### config.mk
export PLATFORM = sky130hd
export DESIGN_NAME = ghb_host_port
export DESIGN_NICKNAME = d
export VERILOG_FILES = /design/src/ghb_host_port.v
export VERILOG_INCLUDE_DIRS = /design/src
export SDC_FILE = /design/constraint.sdc
export NUM_CORES = 1
export LEC_CHECK = 0
export ABC_AREA = 1
export BUFFER_PORTS_ARGS = -buffer_cell sky130_fd_sc_hd__buf_4
export CAP_MARGIN = 20
export CORE_MARGIN = 4
export CORE_UTILIZATION = 45
export CTS_CLUSTER_DIAMETER = 40
export DETAILED_ROUTE_END_ITERATION = 7
export GPL_TIMING_DRIVEN = 0
export MAX_ROUTING_LAYER = met4
export PLACE_DENSITY = 0.71
export SKIP_LAST_GASP = 1
export SLEW_MARGIN = 20
export SYNTH_ARGS = -nofsm -noshare
export SYNTH_HDL_FRONTEND = slang
export SYNTH_SLANG_ARGS = --single-unit
export TNS_END_PERCENT = 100
### constraint.sdc
create_clock -name i_core_clk -period 1.29 [get_ports i_core_clk]
set_input_delay 0.258 -clock i_core_clk [delete_from_list [all_inputs] [get_ports i_core_clk]]
set_output_delay 0.258 -clock i_core_clk [all_outputs]
set_load 0.005 [all_outputs]
### src/ghb_map.vh
`ifndef GHB_MAP_VH
`define GHB_MAP_VH
`define GHB_BUS_GENERIC2      3'h7
`define GHB_BS_GENERIC2       1'h1
`define GHB_ENDIAN_LITTLE     1'h0
`define GHB_ENDIAN_BIG        1'h1
`define GHB_ST_IDLE           2'h0
`define GHB_ST_ARB            2'h1
`define GHB_ST_DONE           2'h2
`define GHB_RST_DATA          16'h0000
`endif

### src/ghb_host_port.v
`timescale 1ns/1ps
`include "ghb_map.vh"
module ghb_host_port #(
    parameter AW = 17,
    parameter DW = 16
) (
    input  wire          i_core_clk,
    input  wire          i_rst,
    input  wire [2:0]    i_bus_select_strap,
    input  wire          i_bus_status_strap_n,
    input  wire          i_endian_strap,
    input  wire          i_rd_wr_sel,
    input  wire          i_lcd_block_select_n,
    input  wire          i_read_enable_n,
    input  wire          i_write_enable_n,
    input  wire          i_upper_byte_enable_n,
    input  wire [AW-1:0] i_address_inputs,
    input  wire [DW-1:0] i_data_lines,
    input  wire          i_arb_grant,
    input  wire [DW-1:0] i_mem_rdata,
    output reg  [DW-1:0] o_data_lines,
    output reg           o_data_lines_oe,
    output reg           o_host_ready_line,
    output reg           o_mem_req,
    output reg           o_mem_we,
    output reg  [1:0]    o_mem_be,
    output reg  [AW-1:0] o_mem_addr,
    output reg  [DW-1:0] o_mem_wdata,
    output reg           o_big_endian,
    output reg           o_generic2_mode
);
    // All host pins except i_rd_wr_sel come from the host clock domain, but still pass two stages
    reg  [1:0]    sel_sync;
    reg  [1:0]    rd_sync;
    reg  [1:0]    wr_sync;
    reg  [1:0]    ube_sync;
    reg           rst_d;
    reg  [AW-1:0] addr_s1;
    reg  [AW-1:0] addr_s2;
    reg  [DW-1:0] data_s1;
    reg  [DW-1:0] data_s2;
    reg  [4:0]    strap_s1;
    reg  [4:0]    strap_s2;
    reg  [1:0]    state;
    reg  [1:0]    next_state;
    wire          sel;
    wire          rd;
    wire          wr;
    wire          go;

    always @(posedge i_core_clk) begin
        if (i_rst) begin
            sel_sync <= 2'h0;
            rd_sync  <= 2'h0;
            wr_sync  <= 2'h0;
            ube_sync <= 2'h0;
        end else begin
            sel_sync <= {sel_sync[0], ~i_lcd_block_select_n};
            rd_sync  <= {rd_sync[0], ~i_read_enable_n};
            wr_sync  <= {wr_sync[0], ~i_write_enable_n};
            ube_sync <= {ube_sync[0], ~i_upper_byte_enable_n};
        end
    end

    // Buses take the same two stages so they line up with the strobes
    always @(posedge i_core_clk) begin
        addr_s1  <= i_address_inputs;
        addr_s2  <= addr_s1;
        data_s1  <= i_data_lines;
        data_s2  <= data_s1;
        strap_s1 <= {i_bus_select_strap, i_bus_status_strap_n, i_endian_strap};
        strap_s2 <= strap_s1;
    end

    // i_rd_wr_sel is deliberately unused in this mode
    assign sel = sel_sync[1];
    assign rd  = sel && rd_sync[1];
    assign wr  = sel && wr_sync[1];
    assign go  = o_generic2_mode && (rd || wr);

    // Straps caught in the first clock after reset drops
    always @(posedge i_core_clk) begin
        rst_d <= i_rst;
        if (i_rst) begin
            o_big_endian    <= `GHB_ENDIAN_LITTLE;
            o_generic2_mode <= 1'b0;
        end else if (rst_d) begin
            o_big_endian    <= (strap_s2[0] == `GHB_ENDIAN_BIG);
            o_generic2_mode <= (strap_s2[4:2] == `GHB_BUS_GENERIC2) &&
                               (strap_s2[1] == `GHB_BS_GENERIC2);
        end
    end

    always @* begin
        next_state = state;
        case (state)
            `GHB_ST_IDLE: begin
                if (go) begin
                    next_state = `GHB_ST_ARB;
                end
            end
            `GHB_ST_ARB: begin
                if (!(rd || wr)) begin
                    next_state = `GHB_ST_IDLE;
                end else if (i_arb_grant) begin
                    next_state = `GHB_ST_DONE;
                end
            end
            `GHB_ST_DONE: begin
                // Hold off a new cycle until the strobes drop
                if (!(rd || wr)) begin
                    next_state = `GHB_ST_IDLE;
                end
            end
            default: begin
                next_state = `GHB_ST_IDLE;
            end
        endcase
    end

    always @(posedge i_core_clk) begin
        if (i_rst) begin
            state             <= `GHB_ST_IDLE;
            o_host_ready_line <= 1'b1;
            o_mem_req         <= 1'b0;
            o_mem_we          <= 1'b0;
            o_mem_be          <= 2'h0;
            o_mem_addr        <= {AW{1'b0}};
            o_mem_wdata       <= `GHB_RST_DATA;
            o_data_lines      <= `GHB_RST_DATA;
            o_data_lines_oe   <= 1'b0;
        end else begin
            state <= next_state;
            // Ready low from cycle start until the access is granted
            o_host_ready_line <= !(next_state == `GHB_ST_ARB);
            o_mem_req <= (next_state == `GHB_ST_ARB);
            if (state == `GHB_ST_IDLE && go) begin
                o_mem_we   <= wr;
                o_mem_addr <= addr_s2;
                // Word when upper enable low; else byte picked by address bit 0
                o_mem_be   <= ube_sync[1] ? 2'h3 :
                              (addr_s2[0] ? 2'h2 : 2'h1);
            end
            if (wr) begin
                o_mem_wdata <= data_s2;
            end
            if (state == `GHB_ST_ARB && i_arb_grant && rd) begin
                o_data_lines <= i_mem_rdata;
            end
            // Drive only after data is valid and while select and read hold
            o_data_lines_oe <= rd && (state == `GHB_ST_DONE ||
                               (state == `GHB_ST_ARB && i_arb_grant));
        end
    end
endmodule

== Word-level counts from Yosys, hierarchy flattened ==
Index checks and enable logic that the tools add are counted.

* Equal/unequal tests: 4
* Muxes and demuxes: 7
* Bitwise logic cells: 4
* Reduce and logical (&&, ||, !) cells: 12

{| class="wikitable"
|+ Operator list
! operator !! number
|-
| 2-bit two-way mux || 6
|-
| 1-bit logical AND || 8
|-
| 2-bit one-hot mux with 3 select lines || 1
|-
| 2-bit by 1-bit == test with 1-bit output, second input constant || 2
|-
| 1-bit NOT || 4
|-
| 3-bit == test, second input constant || 1
|-
| 2-bit == test, second input constant || 1
|-
| 2-bit zero test || 1
|-
| 1-bit logical OR || 2
|-
| 1-bit zero test || 1
|}

* Flip-flop bits (word level): 144
* Output and inout bits: 57
* Word-level logic and storage cells: 49

== Depth between registers and ports, before layout ==
Gate-level depths: netlist of run 1.

* Depth in word-level cells: 7
* Depth in mapped cells: 7

== Worst setup path after synthesis of run 1 ==
No wires, ideal clock.

* Path kind: register -> register
* From: register sel_sync[1]
* To: register o_mem_addr[10]
* Setup time: 113 ps
* Arrival time: 963 ps
* Required time: 1177 ps
* Setup slack: 214 ps
* Stages on the path, launching flop included: 8
* Period minus slack after synthesis: 1076 ps
* Cells stage by stage: dfxtp_1 nand2_2 nand2_2 nand3_4 inv_4 buf_6 nor2_1 nor2_1

* Longest elaborated chain between the ends: 4
* Elaborated cells on any way between the ends: 5
* Those cells by class: reduce/logical: 5

{| class="wikitable"
|+ RTL lines
! element !! line !! text
|-
| start: declaration || ghb_host_port.v:33 || <nowiki>reg [1:0] sel_sync;</nowiki>
|-
| start signal: assignment || ghb_host_port.v:58 || <nowiki>sel_sync <= {sel_sync[0], ~i_lcd_block_select_n};</nowiki>
|-
| 1-bit logical AND (on tied branches) || ghb_host_port.v:77, ghb_host_port.v:78 ||
|-
| 1-bit logical OR (*) || ghb_host_port.v:79 || <nowiki>assign go = o_generic2_mode && (rd || wr);</nowiki>
|-
| 1-bit logical AND (*) || ghb_host_port.v:79 ||
|-
| 1-bit logical AND (*) || ghb_host_port.v:137 || <nowiki>if (state == `GHB_ST_IDLE && go) begin</nowiki>
|-
| end signal: assignment || ghb_host_port.v:128 || <nowiki>o_mem_addr <= {AW{1'b0}};</nowiki>
|-
| end signal: assignment || ghb_host_port.v:139 || <nowiki>o_mem_addr <= addr_s2;</nowiki>
|-
| end: declaration || ghb_host_port.v:27 || <nowiki>output reg [AW-1:0] o_mem_addr,</nowiki>
|}

Every way passes the cells marked *; elsewhere a longest branch is shown, timed or not.
A chain may end at the register's enable or synchronous reset.

== Final worst setup path of run 1 ==
* From: register o_mem_wdata[12]
* To: output port o_mem_wdata[12]

{| class="wikitable"
|+ RTL lines
! element !! line !! text
|-
| start: declaration || ghb_host_port.v:28 || <nowiki>output reg [DW-1:0] o_mem_wdata,</nowiki>
|-
| start signal: assignment || ghb_host_port.v:129 || <nowiki>o_mem_wdata <= `GHB_RST_DATA;</nowiki>
|-
| start signal: assignment || ghb_host_port.v:145 || <nowiki>o_mem_wdata <= data_s2;</nowiki>
|}

No word-level cell between the ends.

==> results of run 1 <==
[per-layer routing]
metal	vias up	wire length, um	GRT usage, %
met5	-	0	-
met4	0	164	7.265
met3	12	617	6.758
met2	97	4486	31.84
met1	1406	3545	19.20
li1	1607	-	-
[registers in the layout, summed over array words and instances (netlist names), 16 cells and up]
register / flops
o_mem_addr: 17
o_data_lines: 16
data_s2: 16
o_mem_wdata: 16
addr_s1: 17
data_s1: 16
addr_s2: 17
[final cells by class]
type / count / area share, %
Timing Repair Buffer: 178 / 24.07
Inverter: 13 / 0.8502
Clock inverter: 13 / 2.085
Buffer: 16 / 1.397
Multi-Input combinational cell: 205 / 15.69
Sequential cell: 144 / 46.80
Tap cell: 105 / 2.126
Clock buffer: 19 / 6.984
[power by group through the flow]
stage                     combinational, uW  sequential, uW  clock, uW
final                                   442            4640       4490
after global placement                  283            4730          0
after floorplan                        96.9            4730          0
after detailed placement                288            4740          0
after global routing                    485            4660       4790
after CTS                               434            4640       4590
[cell families after synthesis]
kind of cell	count (synthesis)	share of synthesized area, %
and+or+nand+nor	164	18.84
buffers and inverters	29	3.251
AOI/OAI and AO/OA	41	5.177
DFF	144	72.73
[what timing repair did]
| action | 4_1_cts | 5_1_grt |
|---|---|---|
| endpoints found under the hold margin | 61 | 0 |
| hold buffers | 59 | 0 |
| buffers inserted | 0 | 2 |
| endpoints found under the setup margin | 19 | 33 |
| pin swaps | 0 | 2 |
| gates resized for setup | 5 | 15 |
[Yosys cell counts, drive strengths merged]
library cell / count
nand2: 29
nor2: 95
nor3: 17
nand4: 1
dfxtp: 144
o21ai: 36
nand3: 6
nand3b: 16
buf: 7
a21oi: 5
clkinv: 2
inv: 11
clkbuf: 9
[path summary, 6_finish.rpt]
check,end,startpoint,slack [ns]
worst max register to register,o_mem_addr[15]$_SDFFE_PP0P_,sel_sync[1]$_SDFF_PP0_,0.11
worst min-delay path,o_host_ready_line$_SDFF_PP1_,i_arb_grant,0.09
worst min register to register,data_s2[10]$_DFF_P_,data_s1[10]$_DFF_P_,0.32
worst max-delay path,o_mem_wdata[12],o_mem_wdata[12]$_SDFFE_PP0P_,0.05
[tightest hold or removal path: cells and delay by family]
kind            cells  cell delay, ns
buf+inv             1            0.10
compound gates      1            0.08
simple gates        1            0.11
[through the flow]
stage,hold slack [ns],area [um2],utilization [%]
2_1_floorplan,0.2857,3964,-
3_3_place_gp,0.3098,4974,59.34
3_5_place_dp,0.3121,4974,59.34
4_1_cts,0.06044,6138,73.23
5_1_grt,0.08650,6181,73.74
6_report,0.08562,6181,73.74
==> results.sh, run 1 <==
export IMPL_path_delay_family="flip-flops"
export IMPL_synth_cell_types=20
export IMPL_yosys_top_cells_area="dfxtp_1 (73%), nor2_1 (8.9%), o21ai_0 (4.4%)"
export IMPL_syn_avg_cell_area_um2=10.49
export IMPL_start_util_pct=47.29
export IMPL_min_period_over_period_pct=95.99
export IMPL_min_delay_path_depth=3
export IMPL_post_synth_top_area_cell="dfxtp_1"
export IMPL_seq_area_um2=2893
export IMPL_clockPowerShare_pct=46.9
export IMPL_core_area_um2=8382
export IMPL_synthCells=378
export IMPL_tightest_slew_ns=0.4459
export IMPL_drtPass1Iterations=4
export IMPL_irDropWorstVdd_uv=1029
export IMPL_dp_hpwl_um=5706
export IMPL_cellPowerDensity_nw_per_um2=1549
export IMPL_synth_top_area_share_pct=72.73
export IMPL_nNetsFinal=637
export IMPL_switching_share_pct=21.24
export IMPL_syn_area_um2=3964
export IMPL_mostFrequentLayoutCell="dfxtp_1"
export IMPL_track_usage_pct=18.47
export IMPL_die_w_um=101.9
export IMPL_power_leakage_uw=0.002749
export IMPL_cp_max_fo=2
export IMPL_cts_sinks=144
export IMPL_crit_type="flop to primary output"
export IMPL_finalSetupViolCount=0
export IMPL_drc=0
export IMPL_finalCriticalPeriod_ns=1.238
export IMPL_grt_pass1_wl_um=14150
export IMPL_p_int_uw=7539
export IMPL_clk_pin_slew_ns=0.06
export IMPL_io_buffers=117
export IMPL_cp_data_required_time_ns=1.03
export IMPL_wl_um=8814
export IMPL_synth_seq_cells=144
export IMPL_gp_congestion=0.7815
export IMPL_viasPerCell=4.505
export IMPL_synth_nets=440
export IMPL_grt_pass1_vias=3179
export IMPL_worstSetupEndpointType="primary output"
export IMPL_drv_slew=0
export IMPL_crit_chain="buf_4"
export IMPL_insertedDiodeCount=0
export IMPL_start_kind="flop"
export IMPL_overflow=0
export IMPL_die_h_um=101.9
export IMPL_pwr_share_comb_pct=4.6
export IMPL_cts_buffer_depth=2
export IMPL_layout_setup_ws_ns=0.05168
export IMPL_crit_cells=1
export IMPL_pin_count=119
export IMPL_critPathSlowestCell="dfxtp_1"
export IMPL_drt_iter0_markers=64
export IMPL_fmax_ghz=0.8075
export IMPL_rsz0062_at_grt="yes"
export IMPL_num_rows=33
export IMPL_final_cell_count_no_fill=693
export IMPL_mostFrequentLayoutCells="dfxtp_1 (138), buf_4 (120), nor2_1 (93)"
export IMPL_total_power_uw=9572
export IMPL_cap_viol_max_count=0
export IMPL_grt_max_degree=17
export IMPL_pwr_share_seq_pct=48.5
export IMPL_vias=3122
export IMPL_area_growth_pct=55.93
export IMPL_hold_violations=0
export IMPL_p_sw_uw=2033
export IMPL_pre_cts_ws_ns=-0.02817
export IMPL_drive_gt1_share_pct=29.59
export IMPL_wl_per_cell_um=12.72
export IMPL_status="finished, final reports clean"
export IMPL_multi_input_area_um2=969.7
export IMPL_numCtsBuffers=17
export IMPL_slowest_delay_ns=0.36
export IMPL_cts_root_buf="clkbuf_8"
export IMPL_antenna_left=0
export IMPL_clkLatencyLatePin_ns=0.50
export IMPL_fp_dieArea_um2=10370
export IMPL_hold_path_class="primary input to flop"
export IMPL_yosysWarnings=0
export IMPL_fill_cells=573
export IMPL_slew_headroom_pct=70.27
export IMPL_cts_tree="built"
export IMPL_fin_skew_ns=0.004952
export IMPL_ys_seq_area_share_pct=72.73
export IMPL_antenna_found_initial=0
export IMPL_critPathArrivalTime_ns=0.98
export IMPL_htree_levels=4
export IMPL_crit_buf_inv=1
export IMPL_place_inst=600
export IMPL_timing_setup_tns_ns=0
export IMPL_reg2reg_depth=7
Power figures use the tool's default switching activity.
==> run 2, diff against run 1 <==
clock period = 1.2 ns   (was 1.29 ns; I/O delays follow)
==> results.sh, run 2 (synthesis results as in run 1) <==
export IMPL_cellPowerDensity_nw_per_um2=1557
export IMPL_total_power_uw=10380
export IMPL_clk_pin_slew_ns=0.06
export IMPL_grt_max_degree=17
export IMPL_drv_slew=0
export IMPL_cp_max_fo=3
export IMPL_min_from="i_arb_grant"
export IMPL_rsz0062_at_grt="yes"
export IMPL_crit_type="flop to primary output"
export IMPL_cts_tree="built"
export IMPL_fill_cells=493
export IMPL_antenna_found_initial=0
export IMPL_area_growth_pct=68.15
export IMPL_power_leakage_uw=0.002917
export IMPL_irDropWorstVdd_uv=1264
export IMPL_hold_path_class="primary input to flop"
export IMPL_htree_levels=4
export IMPL_start_kind="flop"
export IMPL_cts_root_buf="clkbuf_8"
export IMPL_nNetsFinal=658
export IMPL_core_area_um2=8382
export IMPL_die_w_um=101.9
export IMPL_fmax_ghz=0.8322
export IMPL_finalSetupViolCount=1
export IMPL_timing_setup_tns_ns=-0.001589
export IMPL_violations="setup timing"
export IMPL_vias=3244
export IMPL_numCtsBuffers=17
export IMPL_drc=0
export IMPL_cts_sinks=144
export IMPL_place_area_um2=4974
export IMPL_drtPass1Iterations=4
export IMPL_slew_headroom_pct=63.48
export IMPL_crit_chain="buf_6"
export IMPL_gp_congestion=0.7815
export IMPL_cts_buffer_depth=2
export IMPL_hold_violations=0
export IMPL_tightest_slew_ns=0.5478
export IMPL_finalCriticalPeriod_ns=1.202
export IMPL_critPathSlowestCell="dfxtp_4"
export IMPL_dp_hpwl_um=5706
export IMPL_layout_setup_ws_ns=-0.001589
export IMPL_rr_startpoint="sel_sync[1]$_SDFF_PP0_"
export IMPL_fin_area_um2=6665
export IMPL_wirelength_met1_um=3969
export IMPL_r2r_slack_ns=0.03
export IMPL_clkLatencyLatePin_ns=0.51
export IMPL_critPathArrivalTime_ns=0.96
export IMPL_final_cell_count_no_fill=714
export IMPL_crit_buf_inv=1
export IMPL_drive_gt1_share_pct=41.87
export IMPL_whs_endpoint="o_host_ready_line$_SDFF_PP1_"
export IMPL_pre_cts_ws_ns=-0.1182
export IMPL_crit_start="o_generic2_mode$_SDFFE_PP0P_"
export IMPL_route_met2_wl_um=5405
export IMPL_overflow=0
export IMPL_reg_top3="addr_s1 x17, addr_s2 x17, o_mem_addr x17"
export IMPL_routed_top_layer="met4"
export IMPL_worstSetupEndpointType="primary output"
export IMPL_die_h_um=101.9
export IMPL_reg2reg_depth=6
export IMPL_io_buffers=117
export IMPL_insertedDiodeCount=0
export IMPL_mostFrequentLayoutCells="nor2_1 (91), dfxtp_1 (85), buf_4 (81)"
export IMPL_track_usage_pct=20.43
export IMPL_grt_pass1_vias=3399
export IMPL_cap_viol_max_count=0
export IMPL_start_util_pct=47.29
export IMPL_cp_data_required_time_ns=0.96
export IMPL_num_rows=33
export IMPL_wl_met3_um=604
export IMPL_grt_pass1_wl_um=15620
export IMPL_min_delay_path_depth=3
export IMPL_place_inst=600
export IMPL_wl_per_cell_um=14.22
export IMPL_wl_um=10150
export IMPL_pin_count=119
export IMPL_slowest_delay_ns=0.35
export IMPL_viasPerCell=4.543
export IMPL_status="finished, violations left"
export IMPL_timing_rr_end="o_data_lines[6]$_SDFFE_PP0P_"
export IMPL_antenna_left=0
export IMPL_mostFrequentLayoutCell="nor2_1"
export IMPL_drt_iter0_markers=78
export IMPL_fp_dieArea_um2=10370
export IMPL_path_delay_family="flip-flops"
export IMPL_fin_skew_ns=0.006131
export IMPL_min_period_over_period_pct=100.1
## run 2: cell types whose count changed in the layout (fill, tap and decap cells not counted), moves of 3 or more
cell / delta
buf_6: +62
buf_4: -39
o21ai_1: +6
dfxtp_1: -53
dfxtp_2: +52
o21ai_0: -9
o21ai_2: +3
## run 2: where the power goes
| group | internal, uW | switching (uW) | leakage (uW) |
|---|---|---|---|
| registers | 4950 | 49.5 | 0.00122 |
| logic | 333 | 175 | 0.00143 |
| clock network | 2840 | 2030 | 0.000264 |
| total | 8120 | 2250 | 0.00292 |
## run 2: stage by stage
stage	hold slack, ns	util, %
CTS	0.04244	77.27
global placement	0.3098	59.34
global route	0.06159	79.52
finish	0.06700	79.52
floorplan	0.2677	-
detailed placement	0.3121	59.34
## run 2: worst max-delay path by stage
| stage | slack [ns] | cells past startpoint | to |
|---|---|---|---|
| CTS | -0.03 | 1 | o_generic2_mode |
| global placement | -0.07 | 7 | o_mem_addr[12]$_SDFFE_PP0P_ |
| detailed placement | -0.12 | 7 | o_mem_addr[15]$_SDFFE_PP0P_ |
| floorplan | 0.12 | 7 | o_mem_addr[10]$_SDFFE_PP0P_ |
| global route | -0.09 | 6 | o_data_lines[6]$_SDFFE_PP0P_ |
| finish | -0.002 | 1 | o_generic2_mode |
## run 2: final cells by class
cell class	count	area, um2	area share, %
Sequential cell	144	2962	44.43
Multi-Input combinational cell	205	985.9	14.79
Buffer	16	102.6	1.539
Clock buffer	19	431.7	6.476
Inverter	13	56.30	0.8448
Clock inverter	13	128.9	1.934
Timing Repair Buffer	199	1867	28.01
Tap cell	105	131.4	1.971
## run 2: what timing repair did
| action | CTS | global route |
|---|---|---|
| hold buffers | 59 | 0 |
| pin swaps | 2 | 13 |
| endpoints found under the setup margin | 97 | 99 |
| cloned | 0 | 1 |
| endpoints found under the hold margin | 61 | 0 |
| buffers inserted | 7 | 15 |
| gates resized for setup | 118 | 40 |
## run 2: worst reg2reg max path, stage by stage, from the launching register on
cell and delay (ns):
dfxtp_4 0.37, nand2_4 0.08, buf_6 0.13, nor2_4 0.15, buf_6 0.13, o21ai_0 0.10
nor2_1 0.13
## run 2: layer usage
metal / vias up / GRT usage, %
met5: - / -
met4: 0 / 6.559
met3: 18 / 6.962
met2: 104 / 36.62
met1: 1473 / 20.98
li1: 1649 / -
